`src/sense_ctrl_pkg.sv`:
```
// Register map, field positions, reset values and timing constants of the sensor control core
package sense_ctrl_pkg;

	// Register offsets
	localparam logic [7:0] FUNCTION_ENABLE_ADDR = 8'h80;
	localparam logic [7:0] LIGHT_INTEGRATION_TIME_ADDR = 8'h81;
	localparam logic [7:0] PROX_SAMPLE_DURATION_ADDR = 8'h82;
	localparam logic [7:0] WAIT_PERIOD_ADDR = 8'h83;
	localparam logic [7:0] WAIT_CONFIG_ADDR = 8'h8d;
	localparam logic [7:0] TIMING_STATUS_ADDR = 8'ha8;

	// Reset values
	localparam logic [7:0] FUNCTION_ENABLE_RESET = 8'h00;
	localparam logic [7:0] LIGHT_INTEGRATION_TIME_RESET = 8'h00;
	localparam logic [7:0] PROX_SAMPLE_DURATION_RESET = 8'h1f;
	localparam logic [7:0] WAIT_PERIOD_RESET = 8'h00;
	localparam logic [7:0] WAIT_CONFIG_RESET = 8'h00;

	// Function enable fields
	localparam int POWER_ON_BIT = 0;
	localparam int LIGHT_SENSE_ENABLE_BIT = 1;
	localparam int PROX_ENABLE_BIT = 2;
	localparam int WAIT_ENABLE_BIT = 3;
	localparam logic [7:0] FUNCTION_ENABLE_MASK = 8'h0f;

	// Wait configuration field
	localparam int LONG_WAIT_SELECT_BIT = 2;

	// Timing status fields
	localparam int STAT_OSC_BIT = 0;
	localparam int STAT_LIGHT_BIT = 1;
	localparam int STAT_PROX_BIT = 2;
	localparam int STAT_WAIT_BIT = 3;

	// Timing
	localparam int CLK_PERIOD_NS = 20;
	localparam int LIGHT_STEP_NS = 2780000;
	localparam int PROX_STEP_NS = 88000;
	localparam int LIGHT_STEP_CYCLES = LIGHT_STEP_NS / CLK_PERIOD_NS;
	localparam int PROX_STEP_CYCLES = PROX_STEP_NS / CLK_PERIOD_NS;
	localparam logic [3:0] WAIT_SHORT_REPEAT = 4'h1;
	localparam logic [3:0] WAIT_LONG_REPEAT = 4'hc;

	// Light result ceiling
	localparam logic [16:0] LIGHT_COUNTS_PER_STEP = 17'h00400;
	localparam logic [16:0] LIGHT_FULL_SCALE = 17'h0ffff;

	// I2C slave
	localparam logic [6:0] DEFAULT_CHIP_ADDR = 7'h49;
	localparam logic [3:0] BITS_PER_BYTE = 4'h8;

endpackage : sense_ctrl_pkg

```
`src/i2c_reg_slave.sv`:
```
// I2C slave with an auto-incrementing register pointer kept across transactions
`timescale 1ns/1ns
module i2c_reg_slave import sense_ctrl_pkg::*; (
	input wire logic clk,
	input wire logic rst_n,
	input wire logic [6:0] chip_addr,
	input wire logic scl_in,
	input wire logic sda_in,
	output logic sda_out,
	output logic sda_oe,
	output logic [7:0] reg_ptr,
	input wire logic [7:0] rd_data,
	output logic wr_en,
	output logic [7:0] wr_addr,
	output logic [7:0] wr_data
);
	typedef enum logic [2:0] {
		ST_IDLE = 3'b000,
		ST_ADDR = 3'b001,
		ST_ACK = 3'b010,
		ST_REG = 3'b011,
		ST_WR = 3'b100,
		ST_RD = 3'b101,
		ST_RACK = 3'b110
	} i2c_state_e;

	typedef struct packed {
		i2c_state_e state;
		logic [3:0] bitcnt;
		logic [7:0] shreg;
		logic [7:0] ptr;
		logic is_read;
		logic got_reg;
		logic sda_oe;
		logic wr_en;
		logic [7:0] wr_addr;
		logic [7:0] wr_data;
		logic scl_p;
		logic sda_p;
	} i2c_s;

	i2c_s cur_r;
	i2c_s cur_nxt;
	logic start_cond;
	logic stop_cond;
	logic scl_rise;
	logic scl_fall;

	// Bus conditions from the previous sample
	assign start_cond = scl_in && cur_r.scl_p && cur_r.sda_p && !sda_in;
	assign stop_cond = scl_in && cur_r.scl_p && !cur_r.sda_p && sda_in;
	assign scl_rise = scl_in && !cur_r.scl_p;
	assign scl_fall = !scl_in && cur_r.scl_p;

	// Byte engine
	always_comb begin
		cur_nxt = cur_r;
		cur_nxt.scl_p = scl_in;
		cur_nxt.sda_p = sda_in;
		cur_nxt.wr_en = 1'b0;
		if (start_cond) begin
			cur_nxt.state = ST_ADDR;
			cur_nxt.bitcnt = 4'h0;
			cur_nxt.got_reg = 1'b0;
			cur_nxt.sda_oe = 1'b0;
		end else if (stop_cond) begin
			cur_nxt.state = ST_IDLE;
			cur_nxt.sda_oe = 1'b0;
		end else begin
			case (cur_r.state)
				ST_ADDR, ST_REG, ST_WR: begin
					if (scl_rise && cur_r.bitcnt != BITS_PER_BYTE) begin
						cur_nxt.shreg = {cur_r.shreg[6:0], sda_in};
						cur_nxt.bitcnt = cur_r.bitcnt + 4'h1;
					end else if (scl_fall && cur_r.bitcnt == BITS_PER_BYTE) begin
						cur_nxt.sda_oe = 1'b1;
						cur_nxt.state = ST_ACK;
						if (cur_r.state == ST_ADDR) begin
							cur_nxt.is_read = cur_r.shreg[0];
							if (cur_r.shreg[7:1] != chip_addr) begin
								cur_nxt.sda_oe = 1'b0;
								cur_nxt.state = ST_IDLE;
							end
						end else if (cur_r.state == ST_REG) begin
							cur_nxt.ptr = cur_r.shreg;
							cur_nxt.got_reg = 1'b1;
						end else begin
							cur_nxt.wr_en = 1'b1;
							cur_nxt.wr_addr = cur_r.ptr;
							cur_nxt.wr_data = cur_r.shreg;
							cur_nxt.ptr = cur_r.ptr + 8'h01; // RULE13
						end
					end
				end
				ST_ACK, ST_RACK: begin
					if (cur_r.state == ST_RACK && scl_rise && sda_in) begin
						cur_nxt.state = ST_IDLE; // Master ended the read
					end else if (scl_fall) begin
						cur_nxt.bitcnt = 4'h0;
						cur_nxt.sda_oe = 1'b0;
						if (cur_r.is_read) begin
							cur_nxt.state = ST_RD;
							cur_nxt.shreg = rd_data;
							cur_nxt.sda_oe = !rd_data[7];
						end else begin
							cur_nxt.state = cur_r.got_reg ? ST_WR : ST_REG;
						end
					end
				end
				ST_RD: begin
					if (scl_rise) begin
						cur_nxt.bitcnt = cur_r.bitcnt + 4'h1;
					end else if (scl_fall) begin
						if (cur_r.bitcnt == BITS_PER_BYTE) begin
							cur_nxt.sda_oe = 1'b0;
							cur_nxt.ptr = cur_r.ptr + 8'h01; // RULE13
							cur_nxt.state = ST_RACK;
						end else begin
							cur_nxt.shreg = {cur_r.shreg[6:0], 1'b0};
							cur_nxt.sda_oe = !cur_r.shreg[6];
						end
					end
				end
				default: begin
					cur_nxt.state = ST_IDLE;
					cur_nxt.sda_oe = 1'b0;
				end
			endcase
		end
	end

	// State register; pointer survives stop conditions
	always_ff @(posedge clk or negedge rst_n) begin
		if (!rst_n) begin
			cur_r <= '{state: ST_IDLE, scl_p: 1'b1, sda_p: 1'b1, default: '0};
		end else begin
			cur_r <= cur_nxt;
		end
	end

	assign sda_out = 1'b0;
	assign sda_oe = cur_r.sda_oe;
	assign reg_ptr = cur_r.ptr;
	assign wr_en = cur_r.wr_en;
	assign wr_addr = cur_r.wr_addr;
	assign wr_data = cur_r.wr_data;
endmodule : i2c_reg_slave

```
`src/sense_ctrl.sv`:
```
// Enable decoding, measurement timing and register file of the light and proximity sensor
//
// Contract
// [RULE1] Power-on bit starts the oscillator and powers the converter channels.
// [RULE2] Light-sense enable bit turns on ambient light and colour measurement.
// [RULE3] Proximity enable bit turns on proximity detection.
// [RULE4] Wait enable bit turns on the wait period between measurement cycles.
// [RULE5] Host writes zero into the four reserved upper enable bits.
// [RULE6] Host programs mode settings before setting light or proximity enable.
// [RULE7] Integration lasts integration register plus one, times 2.78 ms.
// [RULE8] Integration timer counts down from register value to terminal zero.
// [RULE9] Light result ceiling grows 1024 per step, saturating at 65535.
// [RULE10] Full scale reachable only with at least 64 integration steps.
// [RULE11] Proximity sample lasts register plus one times 88 us; resets to 0x1F.
// [RULE12] Wait lasts wait register plus one times 2.78 ms, twelvefold when long.
// [RULE13] I2C register pointer auto-increments per byte and survives transactions.
// [RULE14] With power-on cleared, no light, proximity or wait timing starts.
`timescale 1ns/1ns
module sense_ctrl import sense_ctrl_pkg::*; #(
	parameter int LIGHT_STEP_CYCLES_P = LIGHT_STEP_CYCLES,
	parameter int PROX_STEP_CYCLES_P = PROX_STEP_CYCLES,
	parameter logic [6:0] CHIP_ADDR = DEFAULT_CHIP_ADDR
) (
	input wire logic clk,
	input wire logic reset_n,
	input wire logic scl_in,
	input wire logic sda_in,
	output logic sda_out,
	output logic sda_oe,
	output logic osc_enable,
	output logic adc_power,
	output logic light_integrating,
	output logic prox_sampling,
	output logic wait_active,
	output logic light_done,
	output logic prox_done,
	output logic [15:0] light_max_value
);
	typedef enum logic [1:0] {
		SQ_IDLE = 2'b00,
		SQ_LIGHT = 2'b01,
		SQ_PROX = 2'b10,
		SQ_WAIT = 2'b11
	} seq_state_e;

	typedef struct packed {
		logic [7:0] function_enable;
		logic [7:0] light_integration_time;
		logic [7:0] prox_sample_duration;
		logic [7:0] wait_period;
		logic [7:0] wait_config;
		seq_state_e seq;
		logic osc_enable;
		logic adc_power;
		logic light_start;
		logic prox_start;
		logic wait_start;
		logic light_done;
		logic prox_done;
		logic [16:0] light_acc;
		logic [15:0] light_max;
	} ctrl_s;

	ctrl_s cur_r;
	ctrl_s cur_nxt;

	// Internal reset copy
	logic [1:0] rst_sync_r;
	logic rst_n;

	// Register port handshake
	logic [7:0] reg_ptr;
	logic [7:0] rd_data;
	logic wr_en;
	logic [7:0] wr_addr;
	logic [7:0] wr_data;

	// Decoded enable fields
	logic power_on_bit;
	logic light_sense_enable;
	logic prox_enable;
	logic wait_enable;
	logic long_wait_select;

	// Timer status and strobes
	logic light_busy;
	logic light_step;
	logic light_end;
	logic prox_busy;
	logic prox_end;
	logic wait_busy;
	logic wait_end;
	logic [3:0] wait_repeat;
	logic [16:0] light_acc_add;

	// Reset release through two flip-flops
	always_ff @(posedge clk or negedge reset_n) begin
		if (!reset_n) begin
			rst_sync_r <= 2'b00;
		end else begin
			rst_sync_r <= {rst_sync_r[0], 1'b1};
		end
	end
	// Synchronised copy resets every other flop
	assign rst_n = rst_sync_r[1];

	// Host register port
	i2c_reg_slave u_i2c (
		.clk(clk),
		.rst_n(rst_n),
		.chip_addr(CHIP_ADDR),
		.scl_in(scl_in),
		.sda_in(sda_in),
		.sda_out(sda_out),
		.sda_oe(sda_oe),
		.reg_ptr(reg_ptr),
		.rd_data(rd_data),
		.wr_en(wr_en),
		.wr_addr(wr_addr),
		.wr_data(wr_data)
	);

	// Enable field decode
	assign power_on_bit = cur_r.function_enable[POWER_ON_BIT]; // RULE1
	assign light_sense_enable = cur_r.function_enable[LIGHT_SENSE_ENABLE_BIT]; // RULE2
	assign prox_enable = cur_r.function_enable[PROX_ENABLE_BIT]; // RULE3
	assign wait_enable = cur_r.function_enable[WAIT_ENABLE_BIT]; // RULE4

	// Long-wait mode stretches each wait step
	assign long_wait_select = cur_r.wait_config[LONG_WAIT_SELECT_BIT];
	assign wait_repeat = long_wait_select ? WAIT_LONG_REPEAT : WAIT_SHORT_REPEAT; // RULE12

	// Light integration timer, one step per 2.78 ms
	step_timer #(
		.STEP_CYCLES(LIGHT_STEP_CYCLES_P)
	) u_light_timer (
		.clk(clk),
		.rst_n(rst_n),
		.start(cur_r.light_start),
		.abort(!power_on_bit),
		.load(cur_r.light_integration_time),
		.repeat_cnt(WAIT_SHORT_REPEAT),
		.busy(light_busy),
		.step(light_step),
		.done(light_end)
	); // RULE7 RULE8

	// Proximity sample timer, one step per 88 us
	step_timer #(
		.STEP_CYCLES(PROX_STEP_CYCLES_P)
	) u_prox_timer (
		.clk(clk),
		.rst_n(rst_n),
		.start(cur_r.prox_start),
		.abort(!power_on_bit),
		.load(cur_r.prox_sample_duration),
		.repeat_cnt(WAIT_SHORT_REPEAT),
		.busy(prox_busy),
		.step(),
		.done(prox_end)
	); // RULE11

	// Wait timer, twelve base steps per count in long mode
	step_timer #(
		.STEP_CYCLES(LIGHT_STEP_CYCLES_P)
	) u_wait_timer (
		.clk(clk),
		.rst_n(rst_n),
		.start(cur_r.wait_start),
		.abort(!power_on_bit),
		.load(cur_r.wait_period),
		.repeat_cnt(wait_repeat),
		.busy(wait_busy),
		.step(),
		.done(wait_end)
	); // RULE12

	// Register read mux, unmapped offsets read zero
	always_comb begin
		case (reg_ptr)
			FUNCTION_ENABLE_ADDR: rd_data = cur_r.function_enable;
			LIGHT_INTEGRATION_TIME_ADDR: rd_data = cur_r.light_integration_time;
			PROX_SAMPLE_DURATION_ADDR: rd_data = cur_r.prox_sample_duration;
			WAIT_PERIOD_ADDR: rd_data = cur_r.wait_period;
			WAIT_CONFIG_ADDR: rd_data = cur_r.wait_config;
			// Status bits mirror the oscillator enable and live timer activity
			TIMING_STATUS_ADDR: begin
				rd_data = 8'h00;
				rd_data[STAT_OSC_BIT] = cur_r.osc_enable;
				rd_data[STAT_LIGHT_BIT] = light_busy;
				rd_data[STAT_PROX_BIT] = prox_busy;
				rd_data[STAT_WAIT_BIT] = wait_busy;
			end
			default: rd_data = 8'h00;
		endcase
	end

	// Next ceiling of the light result after one more step
	assign light_acc_add = cur_r.light_acc + LIGHT_COUNTS_PER_STEP;

	// Register writes, sequencing and light ceiling
	always_comb begin
		cur_nxt = cur_r;
		cur_nxt.light_start = 1'b0;
		cur_nxt.prox_start = 1'b0;
		cur_nxt.wait_start = 1'b0;
		cur_nxt.light_done = light_end;
		cur_nxt.prox_done = prox_end;
		// Host writes; reserved enable bits are dropped
		if (wr_en) begin
			case (wr_addr)
				FUNCTION_ENABLE_ADDR: cur_nxt.function_enable = wr_data & FUNCTION_ENABLE_MASK; // RULE5
				LIGHT_INTEGRATION_TIME_ADDR: cur_nxt.light_integration_time = wr_data;
				PROX_SAMPLE_DURATION_ADDR: cur_nxt.prox_sample_duration = wr_data;
				WAIT_PERIOD_ADDR: cur_nxt.wait_period = wr_data;
				WAIT_CONFIG_ADDR: cur_nxt.wait_config = wr_data;
				default: cur_nxt.wait_config = cur_r.wait_config;
			endcase
		end
		// Oscillator and converters follow the power-on bit
		cur_nxt.osc_enable = power_on_bit; // RULE1
		cur_nxt.adc_power = power_on_bit; // RULE1
		// Sequencer: light, then proximity, then wait
		if (!power_on_bit) begin
			cur_nxt.seq = SQ_IDLE; // RULE14
		end else begin
			case (cur_r.seq)
				SQ_IDLE: begin
					// Wait alone never starts a cycle
					if (light_sense_enable) begin
						cur_nxt.light_start = 1'b1; // RULE2
						cur_nxt.light_acc = 17'h00000;
						cur_nxt.light_max = 16'h0000;
						cur_nxt.seq = SQ_LIGHT;
					end else if (prox_enable) begin
						cur_nxt.prox_start = 1'b1; // RULE3
						cur_nxt.seq = SQ_PROX;
					end
				end
				SQ_LIGHT: begin
					if (light_step) begin
						// Each completed step lifts the ceiling by 1024, up to full scale
						cur_nxt.light_acc = (light_acc_add > LIGHT_FULL_SCALE) ? LIGHT_FULL_SCALE + 17'h00001
							: light_acc_add; // RULE9
						cur_nxt.light_max = (light_acc_add > LIGHT_FULL_SCALE) ? LIGHT_FULL_SCALE[15:0]
							: 16'(light_acc_add - 17'h00001); // RULE10
					end
					if (light_end) begin
						if (prox_enable) begin
							cur_nxt.prox_start = 1'b1; // RULE3
							cur_nxt.seq = SQ_PROX;
						end else if (wait_enable) begin
							cur_nxt.wait_start = 1'b1; // RULE4
							cur_nxt.seq = SQ_WAIT;
						end else begin
							cur_nxt.seq = SQ_IDLE;
						end
					end
				end
				SQ_PROX: begin
					if (prox_end) begin
						if (wait_enable) begin
							cur_nxt.wait_start = 1'b1; // RULE4
							cur_nxt.seq = SQ_WAIT;
						end else begin
							cur_nxt.seq = SQ_IDLE;
						end
					end
				end
				SQ_WAIT: begin
					if (wait_end) begin
						cur_nxt.seq = SQ_IDLE;
					end
				end
				default: cur_nxt.seq = SQ_IDLE;
			endcase
		end
	end

	// State register
	always_ff @(posedge clk or negedge rst_n) begin
		if (!rst_n) begin
			cur_r <= '{function_enable: FUNCTION_ENABLE_RESET,
				light_integration_time: LIGHT_INTEGRATION_TIME_RESET,
				prox_sample_duration: PROX_SAMPLE_DURATION_RESET, // RULE11
				wait_period: WAIT_PERIOD_RESET,
				wait_config: WAIT_CONFIG_RESET,
				seq: SQ_IDLE,
				default: '0};
		end else begin
			cur_r <= cur_nxt;
		end
	end

	// Outputs from flip-flops
	assign osc_enable = cur_r.osc_enable;
	assign adc_power = cur_r.adc_power;
	assign light_integrating = light_busy;
	assign prox_sampling = prox_busy;
	assign wait_active = wait_busy;
	assign light_done = cur_r.light_done;
	assign prox_done = cur_r.prox_done;
	assign light_max_value = cur_r.light_max;
endmodule : sense_ctrl

```
`src/step_timer.sv`:
```
// Stepped down counter: prescaled step, optional step repeat, terminal count of zero
`timescale 1ns/1ns
module step_timer import sense_ctrl_pkg::*; #(
	parameter int STEP_CYCLES = LIGHT_STEP_CYCLES
) (
	input wire logic clk,
	input wire logic rst_n,
	input wire logic start,
	input wire logic abort,
	input wire logic [7:0] load,
	input wire logic [3:0] repeat_cnt,
	output logic busy,
	output logic step,
	output logic done
);
	localparam int PW = (STEP_CYCLES > 1) ? $clog2(STEP_CYCLES) : 1;
	localparam logic [PW-1:0] PRESC_TOP = PW'(STEP_CYCLES - 1);

	typedef struct packed {
		logic busy;
		logic step;
		logic done;
		logic [7:0] count;
		logic [3:0] rep_top;
		logic [3:0] rep;
		logic [PW-1:0] presc;
	} timer_s;

	timer_s cur_r;
	timer_s cur_nxt;

	// Next state of the counter
	always_comb begin
		cur_nxt = cur_r;
		cur_nxt.step = 1'b0;
		cur_nxt.done = 1'b0;
		if (abort) begin
			cur_nxt.busy = 1'b0;
		end else if (start) begin
			cur_nxt.busy = 1'b1;
			cur_nxt.count = load;
			cur_nxt.rep_top = (repeat_cnt == 4'h0) ? 4'h0 : repeat_cnt - 4'h1;
			cur_nxt.rep = cur_nxt.rep_top;
			cur_nxt.presc = PRESC_TOP;
		end else if (cur_r.busy) begin
			if (cur_r.presc != '0) begin
				cur_nxt.presc = cur_r.presc - 1'b1;
			end else if (cur_r.rep != 4'h0) begin
				cur_nxt.rep = cur_r.rep - 4'h1;
				cur_nxt.presc = PRESC_TOP;
			end else begin
				cur_nxt.step = 1'b1;
				cur_nxt.presc = PRESC_TOP;
				cur_nxt.rep = cur_r.rep_top;
				if (cur_r.count == 8'h00) begin
					cur_nxt.busy = 1'b0; // Terminal count reached
					cur_nxt.done = 1'b1;
				end else begin
					cur_nxt.count = cur_r.count - 8'h01;
				end
			end
		end
	end

	// State register
	always_ff @(posedge clk or negedge rst_n) begin
		if (!rst_n) begin
			cur_r <= '0;
		end else begin
			cur_r <= cur_nxt;
		end
	end

	assign busy = cur_r.busy;
	assign step = cur_r.step;
	assign done = cur_r.done;
endmodule : step_timer
```
`config.mk`:
```
export PLATFORM = sky130hd
export DESIGN_NAME = sense_ctrl
export DESIGN_NICKNAME = d
export VERILOG_FILES = /design/src/sense_ctrl_pkg.sv /design/src/i2c_reg_slave.sv /design/src/sense_ctrl.sv /design/src/step_timer.sv
export SDC_FILE = /design/constraint.sdc
export NUM_CORES = 1
export LEC_CHECK = 0
export BUFFER_PORTS_ARGS = -buffer_cell sky130_fd_sc_hd__buf_2
export CAP_MARGIN = 20
export CORE_AREA = 4 4 125 157
export CTS_BUF_LIST = sky130_fd_sc_hd__clkbuf_4
export DETAILED_ROUTE_END_ITERATION = 8
export DIE_AREA = 0 0 129 161
export PLACE_DENSITY = 0.76
export SKIP_CTS_REPAIR_TIMING = 1
export SLEW_MARGIN = 40
export SYNTH_ARGS = -nofsm -noshare
export SYNTH_HDL_FRONTEND = slang
export SYNTH_SLANG_ARGS = --single-unit
```
`constraint.sdc`:
```
create_clock -name clk -period 7.75 [get_ports clk]
set_clock_uncertainty 0.05 [all_clocks]
set_input_delay 1.55 -clock clk [delete_from_list [all_inputs] [get_ports clk]]
set_output_delay 1.55 -clock clk [all_outputs]
set_load 0.02 [all_outputs]
```
==> results.toml <==
[run_status]
outcome = "completed"

[sta]
fin_crit_ns = 3.01
max_freq_ghz = 0.332
worstMarginPinSlew_ns = 0.744
hold_viol = 0
min_period_over_period = 0.389
rsz0062_at_grt = "false"
slew_headroom = 0.501
finalWorstSetupSlack_ns = 4.74
drv_slew = 0
tns_ns = 0
finalSetupViolations = 0

[layout]
final_area_sq_um = 11300
drive_gt1_frac = 0.133
layout.nets = 1151
area_delta_synth_final_pct = 4.49
nFillCells = 1518

[placed_design]
gp_congestion = 0.895
place_hpwl_mm = 16.7
portBuffers = 27
post-place-ws_ns = 4.06
dpl_cell_area_sq_um = 11000

[synth]
ys_seq_elements = 199
synthFlopType = "dfrtp_1"
yosysSeqAreaShare = 0.463
yosysTopAreaCellShare = 0.446
synth_edf_count = 0
syn_nets = 1161
syn_inst = 1133
avgSynthCellArea_sq_um = 9.51
synth-async-reset-ratio = 1.00
ys_warn_count = 0
syn-cell-area_sq_um = 10800
yosys.area.top_type = "dfrtp_1"
yosys-top-cells-area = "dfrtp_1 (45%), mux2_2 (4.7%), nand2_1 (4.6%)"
synth_cell_types = 85

[floorplan]
rows = 55
die_x_microns = 129
coreArea_sq_um = 18000
die-height_microns = 161
io_pins = 29
die_area_sq_um = 20800
initial_core_util = 0.598

[routing]
final_antenna_net_count = 0
firstDrtPassIters = 6
wl_per_cell_microns = 17.2
vias_per_cell = 6.25
route.detailed.drc = 0
routed.top_layer = "met4"
num_vias = 8535
wl_met2_mm = 11.6
met3WireLength_microns = 928
drt_iter0_markers = 624
wl_mm = 23.4
met1Wirelength_mm = 10.2

[pwr]
clkPwrFrac = 0.308
p_per_area_nw_per_um2 = 158
netSwitchingFraction = 0.275
p_seq_frac = 0.629
vdd_ir_drop_max_mv = 0.119
total_leakage_power_nw = 5.29
internal_power_w = 0.00129
power.switching_w = 0.000488
combPwrFrac = 0.064

[worst_setup_path]
worstPathRequired_ns = 6.15
worst_path_max_delay_cell = "dfrtp_1"
cp_max_fo = 9
critPathLaunchType = "flip-flop"
cp_data_arrival_time_ns = 1.41
critPathKind = "reg2out"
path_cells = "buf_2"
max_stage_delay_ns = 0.59
cp.buffers_inverters = 1
end_kind = "output port"
cp_top_family = "flip-flops"

[global_routing]
gr-usage-all-layers = 0.234
grt_pass1_vias = 8100
grt_pass1_wl_mm = 39.9
grt_max_degree = 92
gr-total-overflow = 0
antenna_found_initial = 1

[job]
max_cap_violations = 0

[clock_tree]
cts.sinks = 199
cts_tree = "built"
numCtsBuffers = 17
clockBufferDepth = 2
clk_pin_slew_ns = 0.17
htree_levels = 4
cts_root_buf = "clkbuf_4"
clk_latency_ns = 0.61

[min_path]
min_path_type = "reg2async"
-- stage by stage --
stage               std cells   util  total power [W]  hold slack [ns]
floorplan                1133      -          0.00120            0.281
global placement         1330  0.606          0.00124            0.179
detailed placement       1331  0.608          0.00125            0.181
finish                   1365  0.625          0.00177            0.171
global route             1365  0.625          0.00185            0.195
CTS                      1363  0.623          0.00179            0.188
-- cell type report --
type	count	area, sq um	share of cell area
Timing Repair Buffer	32	205	0.0182
Tap cell	228	285	0.0253
Sequential cell	199	4990	0.443
Multi-Input combinational cell	827	5330	0.473
Clock inverter	14	139	0.0123
Clock buffer	18	135	0.0120
Inverter	46	173	0.0153
Antenna cell	1	2.50	0.000222
-- cells in the final DEF (no fill, tap or decap), types with 11 or more instances in the layout --
master    count
a21oi_1      49
a22oi_1      13
a31oi_1      13
a32o_1       11
buf_2        27
clkbuf_4     18
dfrtp_1     191
ha_1         24
inv_1        46
mux2_2       45
nand2_1     132
nand2b_1     12
nand3_1      30
nand4_1      19
nor2_1       99
nor2b_1      14
nor3_1       40
o21ai_0      64
or4_1        11
xnor2_1      21
xor2_1       16
-- routing by layer --
| layer | up-vias | global-route usage |
|---|---|---|
| li1 | 4086 | - |
| met1 | 4185 | 0.308 |
| met2 | 216 | 0.391 |
| met3 | 48 | 0.0374 |
| met4 | 0 | 0.0821 |
| met5 | - | 0 |
-- path summary, 6_finish.rpt --
| check | slack (ns) | end | start | cells past startpoint |
|---|---|---|---|---|
| min in group clk | 0.33 | rst_sync_r[1]$_DFF_PN0_ | rst_sync_r[0]$_DFF_PN0_ | 0 |
| min reg2reg | 0.17 | u_i2c.cur_r[20]$_DFFE_PN0P_ | rst_sync_r[1]$_DFF_PN0_ | 0 |
| max reg2reg | 4.93 | u_i2c.cur_r[42]$_DFFE_PN0P_ | u_i2c.cur_r[43]$_DFFE_PN0P_ | 5 |
| max | 4.74 | prox_sampling | u_prox_timer.busy$_DFF_PN0_ | 1 |
| max in group asynchronous | 6.25 | cur_r[60]$_DFFE_PN1P_ | rst_sync_r[1]$_DFF_PN0_ | 2 |
| min | 0.17 | u_i2c.cur_r[20]$_DFFE_PN0P_ | rst_sync_r[1]$_DFF_PN0_ | 0 |
-- synth_stat cells, types with 11 or more instances --
master	number
mux2_2	45
a31oi_1	13
or4_1	11
ha_1	24
nand2_1	132
inv_1	46
nand2b_1	12
nand3_1	30
dfrtp_1	192
xor2_1	16
nor2b_1	14
nor3_1	41
nand4_1	19
buf_4	19
xnor2_1	21
o21ai_0	64
nor4_1	12
a32o_1	11
clkbuf_1	37
a22oi_1	13
a21oi_1	49
nor2_1	99
-- state kept, by name (all words and copies together) (netlist names), 2 cells and up --
signal,count
u_light_timer.cur_r,30
light_max_value,8
u_i2c.cur_r,19
u_wait_timer.cur_r,31
u_i2c.wr_data,8
cur_r,47
u_i2c.wr_addr,8
u_i2c.reg_ptr,8
rst_sync_r,2
u_prox_timer.cur_r,25
-- power groups by stage --
| stage | clock [W] | sequential (W) | combinational (W) |
|---|---|---|---|
| finish | 0.000546 | 0.00111 | 0.000113 |
| global route | 0.000603 | 0.00112 | 0.000130 |
| CTS | 0.000559 | 0.00111 | 0.000115 |
| detailed placement | 0 | 0.00113 | 0.000115 |
| global placement | 0 | 0.00113 | 0.000109 |
| floorplan | 0 | 0.00112 | 0.0000804 |
-- worst reg2reg max path: stages, from the launching register on --
cell      delay, ns
dfrtp_1        0.72
nor2b_1        0.57
o21ai_0        0.31
a311oi_2       0.56
mux2_2         0.39
o22ai_1        0.14
-- kinds of logic after synthesis --
kind of cell               synth area share
DFF                                   0.463
and+or+nand+nor                       0.215
AOI/OAI and AO/OA                     0.166
muxes                                0.0517
xor gates and xnor gates             0.0301
other                              0.000697
adders and majority gates            0.0288
buffers and inverters                0.0448
Power figures use the tool's default switching activity.
